File: src/cpa_pkg.sv
package cpa_pkg;

  // program counter and pointer stepping
  localparam logic [14:0] PC_RESET = 15'h0000;
  localparam logic [14:0] PC_STEP = 15'h0001;
  localparam logic [14:0] PAGE_MASK = 15'h7000;
  localparam logic [14:0] HIGH_MASK = 15'h7f00;
  localparam logic [14:0] REL_BIAS = 15'h001f;
  localparam logic [7:0] PTR_STEP = 8'h01;
  localparam logic [7:0] SP_RESET = 8'h6f;
  localparam logic [3:0] LDB_HI_NIB = 4'h0;

  // fixed program-memory locations
  localparam logic [14:0] TRAP_ADDR = 15'h00ff;
  localparam logic [14:0] VEC_BASE = 15'h01e0;

  // instruction lengths in bytes
  localparam logic [1:0] LEN1 = 2'h1;
  localparam logic [1:0] LEN2 = 2'h2;
  localparam logic [1:0] LEN3 = 2'h3;

  // opcode groups: 00ffffff relative jump, 10fffmmm accumulator op with mode
  localparam logic [1:0] GRP_REL = 2'h0;
  localparam logic [1:0] GRP_ALU = 2'h2;
  localparam logic [3:0] HI_LDB = 4'h4;
  localparam logic [3:0] HI_ABS_JUMP = 4'h5;
  localparam logic [3:0] HI_CALL = 4'h7;
  localparam logic [3:0] HI_XC = 4'hc;
  localparam logic [4:0] HI_XCH = 5'h18;
  localparam logic [4:0] HI_CMP = 5'h19;

  localparam logic [7:0] OP_LONG_JUMP = 8'h60;
  localparam logic [7:0] OP_CALLL = 8'h61;
  localparam logic [7:0] OP_RETURN = 8'h62;
  localparam logic [7:0] OP_RETURN_SKIP = 8'h63;
  localparam logic [7:0] OP_INT_RETURN = 8'h64;
  localparam logic [7:0] OP_TRAP = 8'h65;
  localparam logic [7:0] OP_VECTOR_SEL = 8'h66;
  localparam logic [7:0] OP_TRD = 8'h67;
  localparam logic [7:0] OP_TJMP = 8'h68;
  localparam logic [7:0] OP_NOP = 8'h69;
  localparam logic [7:0] OP_INC = 8'hd0;
  localparam logic [7:0] OP_DEC = 8'hd1;
  localparam logic [7:0] OP_DEC_ADJ = 8'hd2;
  localparam logic [7:0] OP_CLR = 8'hd3;
  localparam logic [7:0] OP_SETC = 8'hd4;
  localparam logic [7:0] OP_CLRC = 8'hd5;
  localparam logic [7:0] OP_ROT_RIGHT = 8'hd6;
  localparam logic [7:0] OP_ROT_LEFT = 8'hd7;
  localparam logic [7:0] OP_IFC = 8'hd8;
  localparam logic [7:0] OP_IFNC = 8'hd9;
  localparam logic [7:0] OP_SWAP = 8'hda;
  localparam logic [7:0] OP_PUSH = 8'hdb;
  localparam logic [7:0] OP_POP = 8'hdc;

  // operand modes, low three opcode bits
  localparam logic [2:0] MD_IMM = 3'h0;
  localparam logic [2:0] MD_DIR = 3'h1;
  localparam logic [2:0] MD_B = 3'h2;
  localparam logic [2:0] MD_X = 3'h3;
  localparam logic [2:0] MD_BINC = 3'h4;
  localparam logic [2:0] MD_BDEC = 3'h5;
  localparam logic [2:0] MD_XINC = 3'h6;
  localparam logic [2:0] MD_XDEC = 3'h7;

  // accumulator functions, opcode bits 5:3
  localparam logic [2:0] F_ADD = 3'h0;
  localparam logic [2:0] F_ADC = 3'h1;
  localparam logic [2:0] F_SUB_CARRY = 3'h2;
  localparam logic [2:0] F_SUB = 3'h3;
  localparam logic [2:0] F_AND = 3'h4;
  localparam logic [2:0] F_OR = 3'h5;
  localparam logic [2:0] F_XOR = 3'h6;
  localparam logic [2:0] F_LD = 3'h7;

  // decimal correction
  localparam logic [3:0] BCD_DIGIT_MAX = 4'h9;
  localparam logic [7:0] BCD_BYTE_MAX = 8'h99;
  localparam logic [7:0] BCD_LO_ADJ = 8'h06;
  localparam logic [7:0] BCD_HI_ADJ = 8'h60;

  typedef enum logic [3:0] {
    ST_OPC = 4'h0,
    ST_B2 = 4'h1,
    ST_B3 = 4'h2,
    ST_MEM = 4'h3,
    ST_TBL = 4'h4,
    ST_POPH = 4'h5,
    ST_POPL = 4'h6,
    ST_VECH = 4'h7,
    ST_VECL = 4'h8,
    ST_PUSHH = 4'h9
  } cpa_state_t;

  typedef struct packed {
    cpa_state_t st;
    logic [14:0] pc;
    logic [14:0] addr;
    logic [14:0] tgt;
    logic [7:0] op;
    logic [7:0] ea;
    logic [7:0] acc;
    logic [7:0] b;
    logic [7:0] x;
    logic [7:0] sp;
    logic carry;
    logic hc;
    logic gie;
    logic skip;
  } cpa_regs_t;

endpackage

File: src/cpa_dmem.sv
`timescale 1ns/1ps
`default_nettype none

module cpa_dmem #(
  parameter int AW = 8,
  parameter int DW = 8
) (
  // clock
  input wire logic clk,
  // access
  input wire logic we,
  input wire logic [AW-1:0] addr,
  input wire logic [DW-1:0] wdata,
  output logic [DW-1:0] rdata
);

  logic [DW-1:0] mem [0:(1<<AW)-1];
  logic [DW-1:0] rdata_q;

  // read data is registered, so a read issued in one state is usable in the next
  always_ff @(posedge clk) begin
    if (we) begin
      mem[addr] <= wdata;
    end
    rdata_q <= mem[addr];
  end

  assign rdata = rdata_q;

endmodule

`default_nettype wire

File: src/cpa_flow_core.sv
`timescale 1ns/1ps
`default_nettype none

module cpa_flow_core (
  // clock and reset
  input wire logic ref_clk,
  input wire logic resetn,
  // program memory, asynchronous read of pmem_addr
  output logic [14:0] pmem_addr,
  input wire logic [7:0] pmem_data,
  // interrupt source select for the vector fetch
  input wire logic [3:0] int_vec_sel,
  // visible core state
  output logic [7:0] acc_out,
  output logic [7:0] b_ptr,
  output logic [7:0] x_ptr,
  output logic [7:0] sp_out,
  output logic carry_out,
  output logic gie_out
);

  cpa_pkg::cpa_regs_t q;
  cpa_pkg::cpa_regs_t d;
  logic dm_we;
  logic [7:0] dm_addr;
  logic [7:0] dm_wd;
  logic [7:0] dm_rdata;
  logic [7:0] opnd;
  logic opnd_go;
  logic [7:0] dc_lo;
  logic [7:0] dc_hi;
  logic [9:0] alu_r;

  function automatic logic is_mem(input logic [7:0] o);
    return (o[7:6] == cpa_pkg::GRP_ALU) || (o[7:4] == cpa_pkg::HI_XC);
  endfunction

  function automatic logic [1:0] op_len(input logic [7:0] o);
    if (o == cpa_pkg::OP_LONG_JUMP || o == cpa_pkg::OP_CALLL) begin
      return cpa_pkg::LEN3;
    end
    if (o[7:4] == cpa_pkg::HI_ABS_JUMP || o[7:4] == cpa_pkg::HI_CALL) begin
      return cpa_pkg::LEN2;
    end
    if (is_mem(o) && (o[2:0] == cpa_pkg::MD_IMM || o[2:0] == cpa_pkg::MD_DIR)) begin
      return cpa_pkg::LEN2;
    end
    return cpa_pkg::LEN1;
  endfunction

  // returns {carry, half carry, result}; plain add and subtract leave flags alone
  function automatic logic [9:0] alu(input logic [2:0] f, input logic [7:0] a,
                                     input logic [7:0] m, input logic c, input logic h);
    logic [7:0] mm;
    logic cin;
    logic [8:0] sum;
    logic [4:0] half;
    mm = (f == cpa_pkg::F_SUB_CARRY || f == cpa_pkg::F_SUB) ? ~m : m;
    cin = (f == cpa_pkg::F_ADD) ? 1'b0 : (f == cpa_pkg::F_SUB) ? 1'b1 : c;
    sum = {1'b0, a} + {1'b0, mm} + {8'h00, cin};
    half = {1'b0, a[3:0]} + {1'b0, mm[3:0]} + {4'h0, cin};
    unique case (f)
      cpa_pkg::F_ADD, cpa_pkg::F_SUB: alu = {c, h, sum[7:0]};
      cpa_pkg::F_ADC, cpa_pkg::F_SUB_CARRY: alu = {sum[8], half[4], sum[7:0]};
      cpa_pkg::F_AND: alu = {c, h, a & m};
      cpa_pkg::F_OR: alu = {c, h, a | m};
      cpa_pkg::F_XOR: alu = {c, h, a ^ m};
      cpa_pkg::F_LD: alu = {c, h, m};
    endcase
  endfunction

  cpa_dmem #(
    .AW(8),
    .DW(8)
  ) u_dmem (
    .clk(ref_clk),
    .we(dm_we),
    .addr(dm_addr),
    .wdata(dm_wd),
    .rdata(dm_rdata)
  );

  always_comb begin
    d = q;
    dm_we = 1'b0;
    dm_addr = q.ea;
    dm_wd = q.acc;
    opnd = pmem_data;
    opnd_go = 1'b0;
    dc_lo = '0;
    dc_hi = '0;
    alu_r = '0;
    unique case (q.st)
      cpa_pkg::ST_OPC: begin
        d.op = pmem_data;
        d.pc = q.pc + cpa_pkg::PC_STEP;
        if (q.skip) begin
          // the skipped opcode is only measured, never executed
          d.skip = 1'b0;
          d.pc = q.pc + {13'h0000, op_len(pmem_data)};
        end else if (op_len(pmem_data) != cpa_pkg::LEN1) begin
          d.st = cpa_pkg::ST_B2;
        end else if (is_mem(pmem_data)) begin
          // indirect modes; mode bit 2 selects the post-modify forms
          d.ea = (pmem_data[2] ? pmem_data[1] : pmem_data[0]) ? q.x : q.b;
          dm_addr = d.ea;
          d.st = cpa_pkg::ST_MEM;
        end else if (pmem_data[7:6] == cpa_pkg::GRP_REL) begin
          // a field giving +1 would land on the next opcode anyway
          d.pc = q.pc + {9'h000, pmem_data[5:0]} - cpa_pkg::REL_BIAS;
        end else if (pmem_data[7:4] == cpa_pkg::HI_LDB) begin
          d.b = {cpa_pkg::LDB_HI_NIB, pmem_data[3:0]};
        end else begin
          unique case (pmem_data)
            cpa_pkg::OP_RETURN, cpa_pkg::OP_RETURN_SKIP, cpa_pkg::OP_INT_RETURN: begin
              d.sp = q.sp + cpa_pkg::PTR_STEP;
              dm_addr = d.sp;
              d.st = cpa_pkg::ST_POPH;
            end
            cpa_pkg::OP_POP: begin
              d.sp = q.sp + cpa_pkg::PTR_STEP;
              dm_addr = d.sp;
              d.st = cpa_pkg::ST_MEM;
            end
            cpa_pkg::OP_PUSH: begin
              dm_we = 1'b1;
              dm_addr = q.sp;
              d.sp = q.sp - cpa_pkg::PTR_STEP;
            end
            cpa_pkg::OP_TRAP: begin
              dm_we = 1'b1;
              dm_addr = q.sp;
              dm_wd = d.pc[7:0];
              d.sp = q.sp - cpa_pkg::PTR_STEP;
              d.tgt = cpa_pkg::TRAP_ADDR;
              d.gie = 1'b0;
              d.st = cpa_pkg::ST_PUSHH;
            end
            cpa_pkg::OP_VECTOR_SEL: begin
              d.addr = cpa_pkg::VEC_BASE + {10'h000, int_vec_sel, 1'b0};
              d.st = cpa_pkg::ST_VECH;
            end
            cpa_pkg::OP_TRD, cpa_pkg::OP_TJMP: begin
              d.addr = {d.pc[14:8], q.acc};
              d.st = cpa_pkg::ST_TBL;
            end
            cpa_pkg::OP_INC: d.acc = q.acc + cpa_pkg::PTR_STEP;
            cpa_pkg::OP_DEC: d.acc = q.acc - cpa_pkg::PTR_STEP;
            cpa_pkg::OP_DEC_ADJ: begin
              dc_lo = (q.hc || q.acc[3:0] > cpa_pkg::BCD_DIGIT_MAX) ? cpa_pkg::BCD_LO_ADJ : '0;
              dc_hi = (q.carry || q.acc > cpa_pkg::BCD_BYTE_MAX) ? cpa_pkg::BCD_HI_ADJ : '0;
              d.acc = q.acc + dc_lo + dc_hi;
              d.carry = q.carry || (dc_hi != '0);
            end
            cpa_pkg::OP_CLR: d.acc = '0;
            cpa_pkg::OP_SETC: d.carry = 1'b1;
            cpa_pkg::OP_CLRC: d.carry = 1'b0;
            cpa_pkg::OP_ROT_RIGHT: {d.acc, d.carry} = {q.carry, q.acc};
            cpa_pkg::OP_ROT_LEFT: {d.carry, d.acc} = {q.acc, q.carry};
            cpa_pkg::OP_SWAP: d.acc = {q.acc[3:0], q.acc[7:4]};
            cpa_pkg::OP_IFC: d.skip = !q.carry;
            cpa_pkg::OP_IFNC: d.skip = q.carry;
            default: ; // no-operation and unused codes only step the counter
          endcase
        end
      end
      cpa_pkg::ST_B2: begin
        d.pc = q.pc + cpa_pkg::PC_STEP;
        d.st = cpa_pkg::ST_OPC;
        if (q.op[7:4] == cpa_pkg::HI_ABS_JUMP) begin
          d.pc = {q.pc[14:12], q.op[3:0], pmem_data};
        end else if (q.op[7:4] == cpa_pkg::HI_CALL) begin
          dm_we = 1'b1;
          dm_addr = q.sp;
          dm_wd = d.pc[7:0];
          d.sp = q.sp - cpa_pkg::PTR_STEP;
          d.tgt = {q.pc[14:12], q.op[3:0], pmem_data};
          d.st = cpa_pkg::ST_PUSHH;
        end else if (q.op == cpa_pkg::OP_LONG_JUMP || q.op == cpa_pkg::OP_CALLL) begin
          d.tgt[14:8] = pmem_data[6:0];
          d.st = cpa_pkg::ST_B3;
        end else if (q.op[2:0] == cpa_pkg::MD_DIR) begin
          d.ea = pmem_data;
          dm_addr = pmem_data;
          d.st = cpa_pkg::ST_MEM;
        end else begin
          opnd_go = 1'b1;
        end
      end
      cpa_pkg::ST_B3: begin
        d.pc = q.pc + cpa_pkg::PC_STEP;
        d.st = cpa_pkg::ST_OPC;
        if (q.op == cpa_pkg::OP_LONG_JUMP) begin
          d.pc = {q.tgt[14:8], pmem_data};
        end else begin
          dm_we = 1'b1;
          dm_addr = q.sp;
          dm_wd = d.pc[7:0];
          d.sp = q.sp - cpa_pkg::PTR_STEP;
          d.tgt = {q.tgt[14:8], pmem_data};
          d.st = cpa_pkg::ST_PUSHH;
        end
      end
      cpa_pkg::ST_PUSHH: begin
        // high byte goes below the low byte so a return pops it first
        dm_we = 1'b1;
        dm_addr = q.sp;
        dm_wd = {1'b0, q.pc[14:8]};
        d.sp = q.sp - cpa_pkg::PTR_STEP;
        d.pc = q.tgt;
        d.st = cpa_pkg::ST_OPC;
      end
      cpa_pkg::ST_MEM: begin
        opnd = dm_rdata;
        opnd_go = 1'b1;
        d.st = cpa_pkg::ST_OPC;
        // pointer moves only once the access has finished
        if (is_mem(q.op) && q.op[2]) begin
          if (q.op[1]) begin
            d.x = q.op[0] ? q.x - cpa_pkg::PTR_STEP : q.x + cpa_pkg::PTR_STEP;
          end else begin
            d.b = q.op[0] ? q.b - cpa_pkg::PTR_STEP : q.b + cpa_pkg::PTR_STEP;
          end
        end
      end
      cpa_pkg::ST_TBL: begin
        d.st = cpa_pkg::ST_OPC;
        if (q.op == cpa_pkg::OP_TRD) begin
          d.acc = pmem_data;
        end else begin
          d.pc = {q.pc[14:8], pmem_data};
        end
      end
      cpa_pkg::ST_POPH: begin
        d.tgt[14:8] = dm_rdata[6:0];
        d.sp = q.sp + cpa_pkg::PTR_STEP;
        dm_addr = d.sp;
        d.st = cpa_pkg::ST_POPL;
      end
      cpa_pkg::ST_POPL: begin
        d.pc = {q.tgt[14:8], dm_rdata};
        d.skip = (q.op == cpa_pkg::OP_RETURN_SKIP);
        d.gie = q.gie || (q.op == cpa_pkg::OP_INT_RETURN);
        d.st = cpa_pkg::ST_OPC;
      end
      cpa_pkg::ST_VECH: begin
        d.tgt[14:8] = pmem_data[6:0];
        d.addr = q.addr + cpa_pkg::PC_STEP;
        d.st = cpa_pkg::ST_VECL;
      end
      cpa_pkg::ST_VECL: begin
        d.pc = {q.tgt[14:8], pmem_data};
        d.st = cpa_pkg::ST_OPC;
      end
      default: d.st = cpa_pkg::ST_OPC;
    endcase
    if (opnd_go) begin
      if (q.op[7:6] == cpa_pkg::GRP_ALU) begin
        alu_r = alu(q.op[5:3], q.acc, opnd, q.carry, q.hc);
        {d.carry, d.hc, d.acc} = alu_r;
      end else if (q.op[7:3] == cpa_pkg::HI_XCH) begin
        // exchange needs a memory location, so its immediate form does nothing
        if (q.op[2:0] != cpa_pkg::MD_IMM) begin
          dm_we = 1'b1;
          dm_addr = q.ea;
          dm_wd = q.acc;
          d.acc = opnd;
        end
      end else if (q.op[7:3] == cpa_pkg::HI_CMP) begin
        d.skip = (q.acc != opnd);
      end else if (q.op == cpa_pkg::OP_POP) begin
        d.acc = opnd;
      end
    end
    // the fetch address follows the counter whenever a code byte is next
    if (d.st == cpa_pkg::ST_OPC || d.st == cpa_pkg::ST_B2 || d.st == cpa_pkg::ST_B3) begin
      d.addr = d.pc;
    end
  end

  always_ff @(posedge ref_clk) begin
    if (!resetn) begin
      q <= '{st: cpa_pkg::ST_OPC, pc: cpa_pkg::PC_RESET, addr: cpa_pkg::PC_RESET,
             tgt: cpa_pkg::PC_RESET, op: '0, ea: '0, acc: '0, b: '0, x: '0,
             sp: cpa_pkg::SP_RESET, carry: 1'b0, hc: 1'b0, gie: 1'b0, skip: 1'b0};
    end else begin
      q <= d;
    end
  end

  assign pmem_addr = q.addr;
  assign acc_out = q.acc;
  assign b_ptr = q.b;
  assign x_ptr = q.x;
  assign sp_out = q.sp;
  assign carry_out = q.carry;
  assign gie_out = q.gie;
endmodule

`default_nettype wire

File: config.mk
export PLATFORM = sky130hd
export DESIGN_NAME = cpa_flow_core
export DESIGN_NICKNAME = d
export VERILOG_FILES = /design/src/cpa_pkg.sv /design/src/cpa_dmem.sv /design/src/cpa_flow_core.sv
export SDC_FILE = /design/constraint.sdc
export NUM_CORES = 2
export LEC_CHECK = 0
export BUFFER_PORTS_ARGS = -buffer_cell sky130_fd_sc_hd__buf_2
export CAP_MARGIN = 20
export CELL_PAD_IN_SITES_DETAIL_PLACEMENT = 0
export CELL_PAD_IN_SITES_GLOBAL_PLACEMENT = 2
export CORE_MARGIN = 5
export CORE_UTILIZATION = 35
export DETAILED_ROUTE_END_ITERATION = 8
export PLACE_DENSITY = 0.7
export SETUP_SLACK_MARGIN = 0.02
export SLEW_MARGIN = 20
export SYNTH_ARGS = -nofsm -noshare
export SYNTH_HDL_FRONTEND = slang
export SYNTH_HIERARCHICAL = 1
export SYNTH_SLANG_ARGS = --single-unit
export TNS_END_PERCENT = 50
File: constraint.sdc
create_clock -name ref_clk -period 33.2 [get_ports ref_clk]
set_input_delay 0 -clock ref_clk [delete_from_list [all_inputs] [get_ports ref_clk]]
set_output_delay 0 -clock ref_clk [all_outputs]
set_load 0.1 [all_outputs]
# --- Word-level counts from Yosys, hierarchy flattened ---
# Memory sizes are Yosys's and may differ from the RTL's. A register that Yosys moved wholly into a read port is not among the register bits.
# Index checks and enable logic that the tools add are counted.
totals:
  reg_bits: 101
  mem_bits_rw: 2048
  input_bits: 14
  out_inout_bits: 49
  wordCells: 362
  memories: 1
mem_list:
  columns: ["memory", "depth", "width", "read_ports", "rd_ports_with_merged_regs", "wr", "line", "text"]
  rows:
  - ["u_dmem.mem", 256, 8, 1, 1, 1, "cpa_dmem.sv:17", "logic [DW-1:0] mem [0:(1<<AW)-1];"]
op_classes:
  add_sub_neg: 20
  n_lt_le_gt_ge: 2
  eq_ne: 88
  n_mux: 180
  n_bitwise: 10
  n_reduce_logical: 46
op_table:
  columns: ["op", "count"]
  rows:
  - ["$mux W8", 52]
  - ["$eq A8 B7 Y1 const B", 14]
  - ["$eq A8 B8 Y1 const B", 14]
  - ["$mux W15", 7]
  - ["$pmux W15 S7", 1]
  - ["$mux W30", 3]
  - ["$mux W45", 2]
  - ["$pmux W8 S2", 5]
  - ["$pmux W8 S5", 2]
  - ["$pmux W10 S6", 1]
  - ["$pmux W15 S2", 2]
  - ["$pmux W8 S7", 1]
  - ["$mux W1", 51]
  - ["$mux W16", 3]
  - ["$mux W24", 2]
  - ["$mux W9", 5]
  - ["$mux W2", 21]
  - ["$pmux W4 S5", 2]
  - ["$eq A4 B3 Y1 const B", 9]
  - ["$ne A3 B3 Y1 const B", 12]
  - ["$pmux W7 S5", 1]
  - ["$add A8 B1 Y8 const B", 4]
  - ["$mux W4", 8]
  - ["$pmux W8 S4", 1]
  - ["58 further kinds", 123]

# --- Depth between registers and ports, before layout ---
logic_depth:
  word_depth: 27
  ltp_mapped: 20
  ltp_nobuf: 15

# --- Hierarchy ---
# Netlist, hierarchy kept.
by_module_without_submodules:
  columns: ["mod", "n_inst", "cells_per_inst", "area_each_um2", "seq_area_each_um2"]
  rows:
  - ["cpa_dmem", 1, 3547, 78492.8, 61659.1]
  - ["cpa_flow_core", 1, 1665, 12216.7, 2021.9]

# --- Least setup slack after synthesis ---
# No wires, ideal clock.
synth_path:
  path_kind: "register -> register"
  start: "register q[100] in the netlist's numbering"
  end: "memory u_dmem.mem[0][0], data pin"
  setup_ps: 2264
  arrival_ps: 12241
  required_time_ps: 30936
  setup_slack_ps: 18695
  path_stages_with_launch: 8
  n_path_buf: 1
  synth_period_minus_slack_ps: 14505
  path_cell_list: "dfxtp_1 buf_6 or4b_2 nor2_2 a21oi_1 nand2_1 a222oi_1 o32ai_1"
synth_between:
  elab_chain_cells: 6
  elab_cells_between_ends: 11
  cone_classes: "eq/ne: 4; mux: 6; reduce/logical: 1"
synth_rtl:
  columns: ["item", "line", "text"]
  rows:
  - ["start, declared", "cpa_flow_core.sv:22", "cpa_pkg::cpa_regs_t q;"]
  - ["start signal, assigned", "cpa_flow_core.sv:283", "q <= '{st: cpa_pkg::ST_OPC, pc: cpa_pkg::PC_RESET, addr: cpa_pkg::PC_RESET,"]
  - ["$eq A4 B4 Y1, or another cell as far along", "cpa_flow_core.sv:93", "unique case (q.st)"]
  - ["$pmux W8 S4", "cpa_flow_core.sv:93", null]
  - ["$mux W8", "cpa_flow_core.sv:263", "if (q.op[2:0] != cpa_pkg::MD_IMM) begin"]
  - ["$mux W8", "cpa_flow_core.sv:261", "end else if (q.op[7:3] == cpa_pkg::HI_XCH) begin"]
  - ["$mux W8", "cpa_flow_core.sv:258", "if (q.op[7:6] == cpa_pkg::GRP_ALU) begin"]
  - ["$mux W8 *", "cpa_flow_core.sv:257", "if (opnd_go) begin"]
  - ["net dm_wd[0]", "cpa_flow_core.sv:26", "logic [7:0] dm_wd;"]
  - ["end, declared", "cpa_dmem.sv:17", null]
# Mark *: on every way through the listed nets, which the timed path passes. The rest lies on a longest branch.

# --- Worst setup path in the final report ---
layout_path:
  start: "register q[98] in the netlist's numbering"
  end: "register u_dmem.rdata_q[3], in the netlist u_dmem/rdata[3] (read register of u_dmem.mem)"
layout_between:
  elab_chain_cells: 6
  elab_cells_between_ends: 12
  cone_classes: "eq/ne: 5; mux: 6; reduce/logical: 1"
layout_rtl:
  columns: ["item", "line", "text"]
  rows:
  - ["$eq A4 B3 Y1, or another cell as far along", "cpa_flow_core.sv:93", null]
  - ["$pmux W8 S5", "cpa_flow_core.sv:93", null]
  - ["$mux W8", "cpa_flow_core.sv:263", null]
  - ["$mux W8", "cpa_flow_core.sv:261", null]
  - ["$mux W8", "cpa_flow_core.sv:258", null]
  - ["$mux W8 *", "cpa_flow_core.sv:257", null]
  - ["net dm_addr[0]", "cpa_flow_core.sv:25", "logic [7:0] dm_addr;"]
  - ["end, declared", "cpa_dmem.sv:18", "logic [DW-1:0] rdata_q;"]
# Marks and branches as above.
# A chain may end at the register's enable or synchronous reset.

==> flow_summary_export.csv <==
group,metric,value,unit
sta,relSlewSlack,0.181,
floorplan,rows,187,
floorplan,initial_utilization,0.351,
cts,clock_sinks,2157,
drt,drt_iter0_markers,5201,
drt,drt_wl_total,253000,µm
layout,final_area,102000,µm²
sta,post-route-min-period,7640,ps
layout,final_cells,8827,
cts,cts_made_buffers,216,
global_route,grt_pass1_vias,50735,
floorplan,die_area,269000,µm²
critical_path,criticalPathCategory,"flip-flop to flip-flop",
synth,yosysWarnings,6,
layout,nFillCells,23378,
synth,yosys.area.top_type,"edfxtp_1",
synth,synth_flop_cell,"edfxtp_1",
min_path,hp-class,"input port to flip-flop",
drt,routedWlPerCell,28.7,µm
sta,whs,174,ps
sta,tns,0,ps
synth,synth-async-reset-ratio,0,
placement,place_area,94700,µm²
drt,vias,50351,
placement,port_buffers,62,
critical_path,crit_slowest_cell,"o41ai_1",
critical_path,cp_top_family,"compound AO/OA/AOI/OAI gates",
global_route,grt_remaining_overflow,0,
critical_path,slowest_delay,1070,ps
critical_path,start_kind,"flip-flop",
floorplan,pin_count,63,
layout,syn_to_final_growth,12.3,%
floorplan,coreArea,259000,µm²
synth,synth_fp_nets,5311,
critical_path,cp_num_buf_inv,3,
critical_path,arrival,8330,ps
synth,ys_ff_latch,2157,
synth,synth_top_cell_area_share,0.678,
sta,rsz0062_at_grt,"no",
synth,syn_inst,5212,
global_route,grt_pass1_wl,369000,µm
pwr,p_leak,32.0,nW
cts,cts_root_buffer,"clkbuf_16",
layout,nNetsFinal,5344,
synth,ys_seq_area_frac,0.702,
placement,hpwl,154000,µm
drt,viasPerCell,5.70,
flow_run,maxCapViolations,0,
floorplan,die_h,519,µm
cts,clk_pin_slew,60,ps
sta,worst_clock_skew,81.5,ps
cts,clk_path_buf_depth,3,
pwr,power.density,70.2,nW/µm²
critical_path,crit_path_end_kind,"flip-flop",
critical_path,worst-path-max-fanout,83,
placement,gp_congestion,0.869,
sta,tightest_slew,1230,ps
synth,netlist_area,90700,µm²
layout,drive_gt1_frac,0.206,
sta,hold_violations,0,
drt,drtAntennaViolNets,0,
synth,ys_top_cells_by_area,"edfxtp_1 (68%), mux4_2 (13%), dfxtp_1 (2.4%)",
outcome,status,"complete, no violations",
global_route,grt_max_degree,215,
synth,synth_cell_types,99,
drt,drc,0,
cts,cts_max_level,4,
sta,period_share,0.230,
cts,postCtsSetupRepairBufs,0,
global_route,track_usage,0.184,
synth,synthTopCellsByCount,"edfxtp_1 (2048), mux4_2 (514), nor2_1 (380), a22oi_1 (267), a21oi_1 (263)",
synth,synth_most_common_cell,"edfxtp_1",
critical_path,cp.required,33890,ps
placement,dp_cells,8413,
synth,synth_edf_count,2048,
global_route,grt_antenna_before_repair,5,
cts,insertion_delay,880,ps
sta,finalMaxSlewViolations,0,
pwr,ir_worst_vdd,0.0638,mV
drt,drt_first_pass_iters,8,
floorplan,die_w,519,µm
sta,fmax,131,MHz
synth,avgSynthCellArea,17.4,µm²
sta,setup_violations,0,
critical_path,worstPathCellList,"or4b_2 -> a21o_1 -> nand2b_1 -> a21o_1 -> a211oi_1 -> a21oi_1 -> a21o_4 -> buf_4 -> buf_4 -> buf_12 -> mux4_2 -> a22oi_1 -> a21oi_1 -> o41ai_1 -> nand4_1",
cts,cts_tree,"yes",
-- where the power goes --
part,internal [mW],switching (mW)
clock,1.35,1.05
combinational,0.555,1.07
sequential,3.06,0.0685
total,4.96,2.19
-- through the flow --
stage               worst slack [ps]  utilization  total power [mW]
floorplan                      18700            -              4.29
global placement               25400        0.366              4.81
detailed placement             25420        0.366              4.82
CTS                            25440        0.394              7.22
global route                   25020        0.394              7.43
finish                         25560        0.394              7.15
-- state kept, by name, indices dropped and copies added (netlist names) --
signal,flops
gie_out,1
pmem_addr,15
carry_out,1
b_ptr,8
u_dmem/rdata,8
acc_out,8
x_ptr,8
q,52
u_dmem/mem,2048
sp_out,8
-- final timing paths --
check | endpoint | cells after the start | slack (ps) | from
worst max-delay path | u_dmem/rdata[3] | 15 | 25560 | q[98]
worst min-delay path | q[49] | 4 | 170 | pmem_data[5]
worst max register to register | u_dmem/rdata[3] | 15 | 25560 | q[98]
worst min register to register | q[54] | 2 | 510 | q[54]
-- metal layers --
layer / global-route usage / routed length, µm / vias up
met5: 0 / 25 / -
met4: 0.0433 / 5490 / 4
li1: - / - / 21381
met3: 0.0313 / 16800 / 331
met1: 0.263 / 110000 / 26807
met2: 0.296 / 121000 / 1828
-- worst reg2reg max path, cell delays in order (launching register included) --
cell,delay [ps]
dfxtp_1,920
or4b_2,710
a21o_1,300
nand2b_1,290
a21o_1,200
a211oi_1,100
a21oi_1,230
a21o_4,430
buf_4,650
buf_4,740
buf_12,590
mux4_2,770
a22oi_1,180
a21oi_1,160
o41ai_1,1070
nand4_1,200
-- layout make-up --
type,instances,area [µm²],share of cell area
flip-flops and latches,2157,63700,0.625
diodes,2,5.00,0.0000491
well taps,3402,4260,0.0418
clock buffers,257,5630,0.0553
inverters,85,319,0.00313
clock inverters,139,1360,0.0133
multi-input cells,2569,25000,0.245
repair buffers,216,1680,0.0164
-- cells in the final DEF, fill, tap and decap left out, types with 21 or more instances in the layout --
cell type	netlist	layout
a211oi_1	37	37
a21o_1	27	23
a21oi_1	263	263
a221oi_1	26	26
a22oi_1	267	267
a31oi_1	25	25
and2_1	22	21
buf_2	49	62
buf_4	64	126
clkbuf_1	235	35
clkbuf_16	0	217
clkinv_1	1	54
clkinv_2	0	38
dfxtp_1	109	109
edfxtp_1	2048	2048
ha_1	77	77
inv_1	83	83
mux2i_1	31	31
mux4_2	514	514
nand2_1	164	163
nand2b_1	24	23
nand3_1	62	54
nand4_1	25	25
nor2_1	380	379
nor3_1	61	58
o211ai_1	35	35
o21ai_0	107	105
o41ai_1	33	23
xnor2_1	55	55
-- cells by family (layout without fill, tap and decap cells) --
kind of cell | after synthesis | count (layout) | synth area share
AND/OR/NAND/NOR | 862 | 862 | 0.0447
buffers and inverters | 486 | 697 | 0.0259
flip-flops | 2157 | 2157 | 0.702
other | 0 | 2 | 0
multiplexers | 553 | 553 | 0.132
adder cells (fa/ha/maj) | 85 | 85 | 0.0124
AO/OA/AOI/OAI | 997 | 997 | 0.0759
XOR/XNOR | 72 | 72 | 0.00695
-- what timing repair did --
action,4_1_cts,5_1_grt
hold endpoints to repair,73,0
gates resized for setup,0,0
hold buffers,14,0
(Power assumes the default switching activity.)
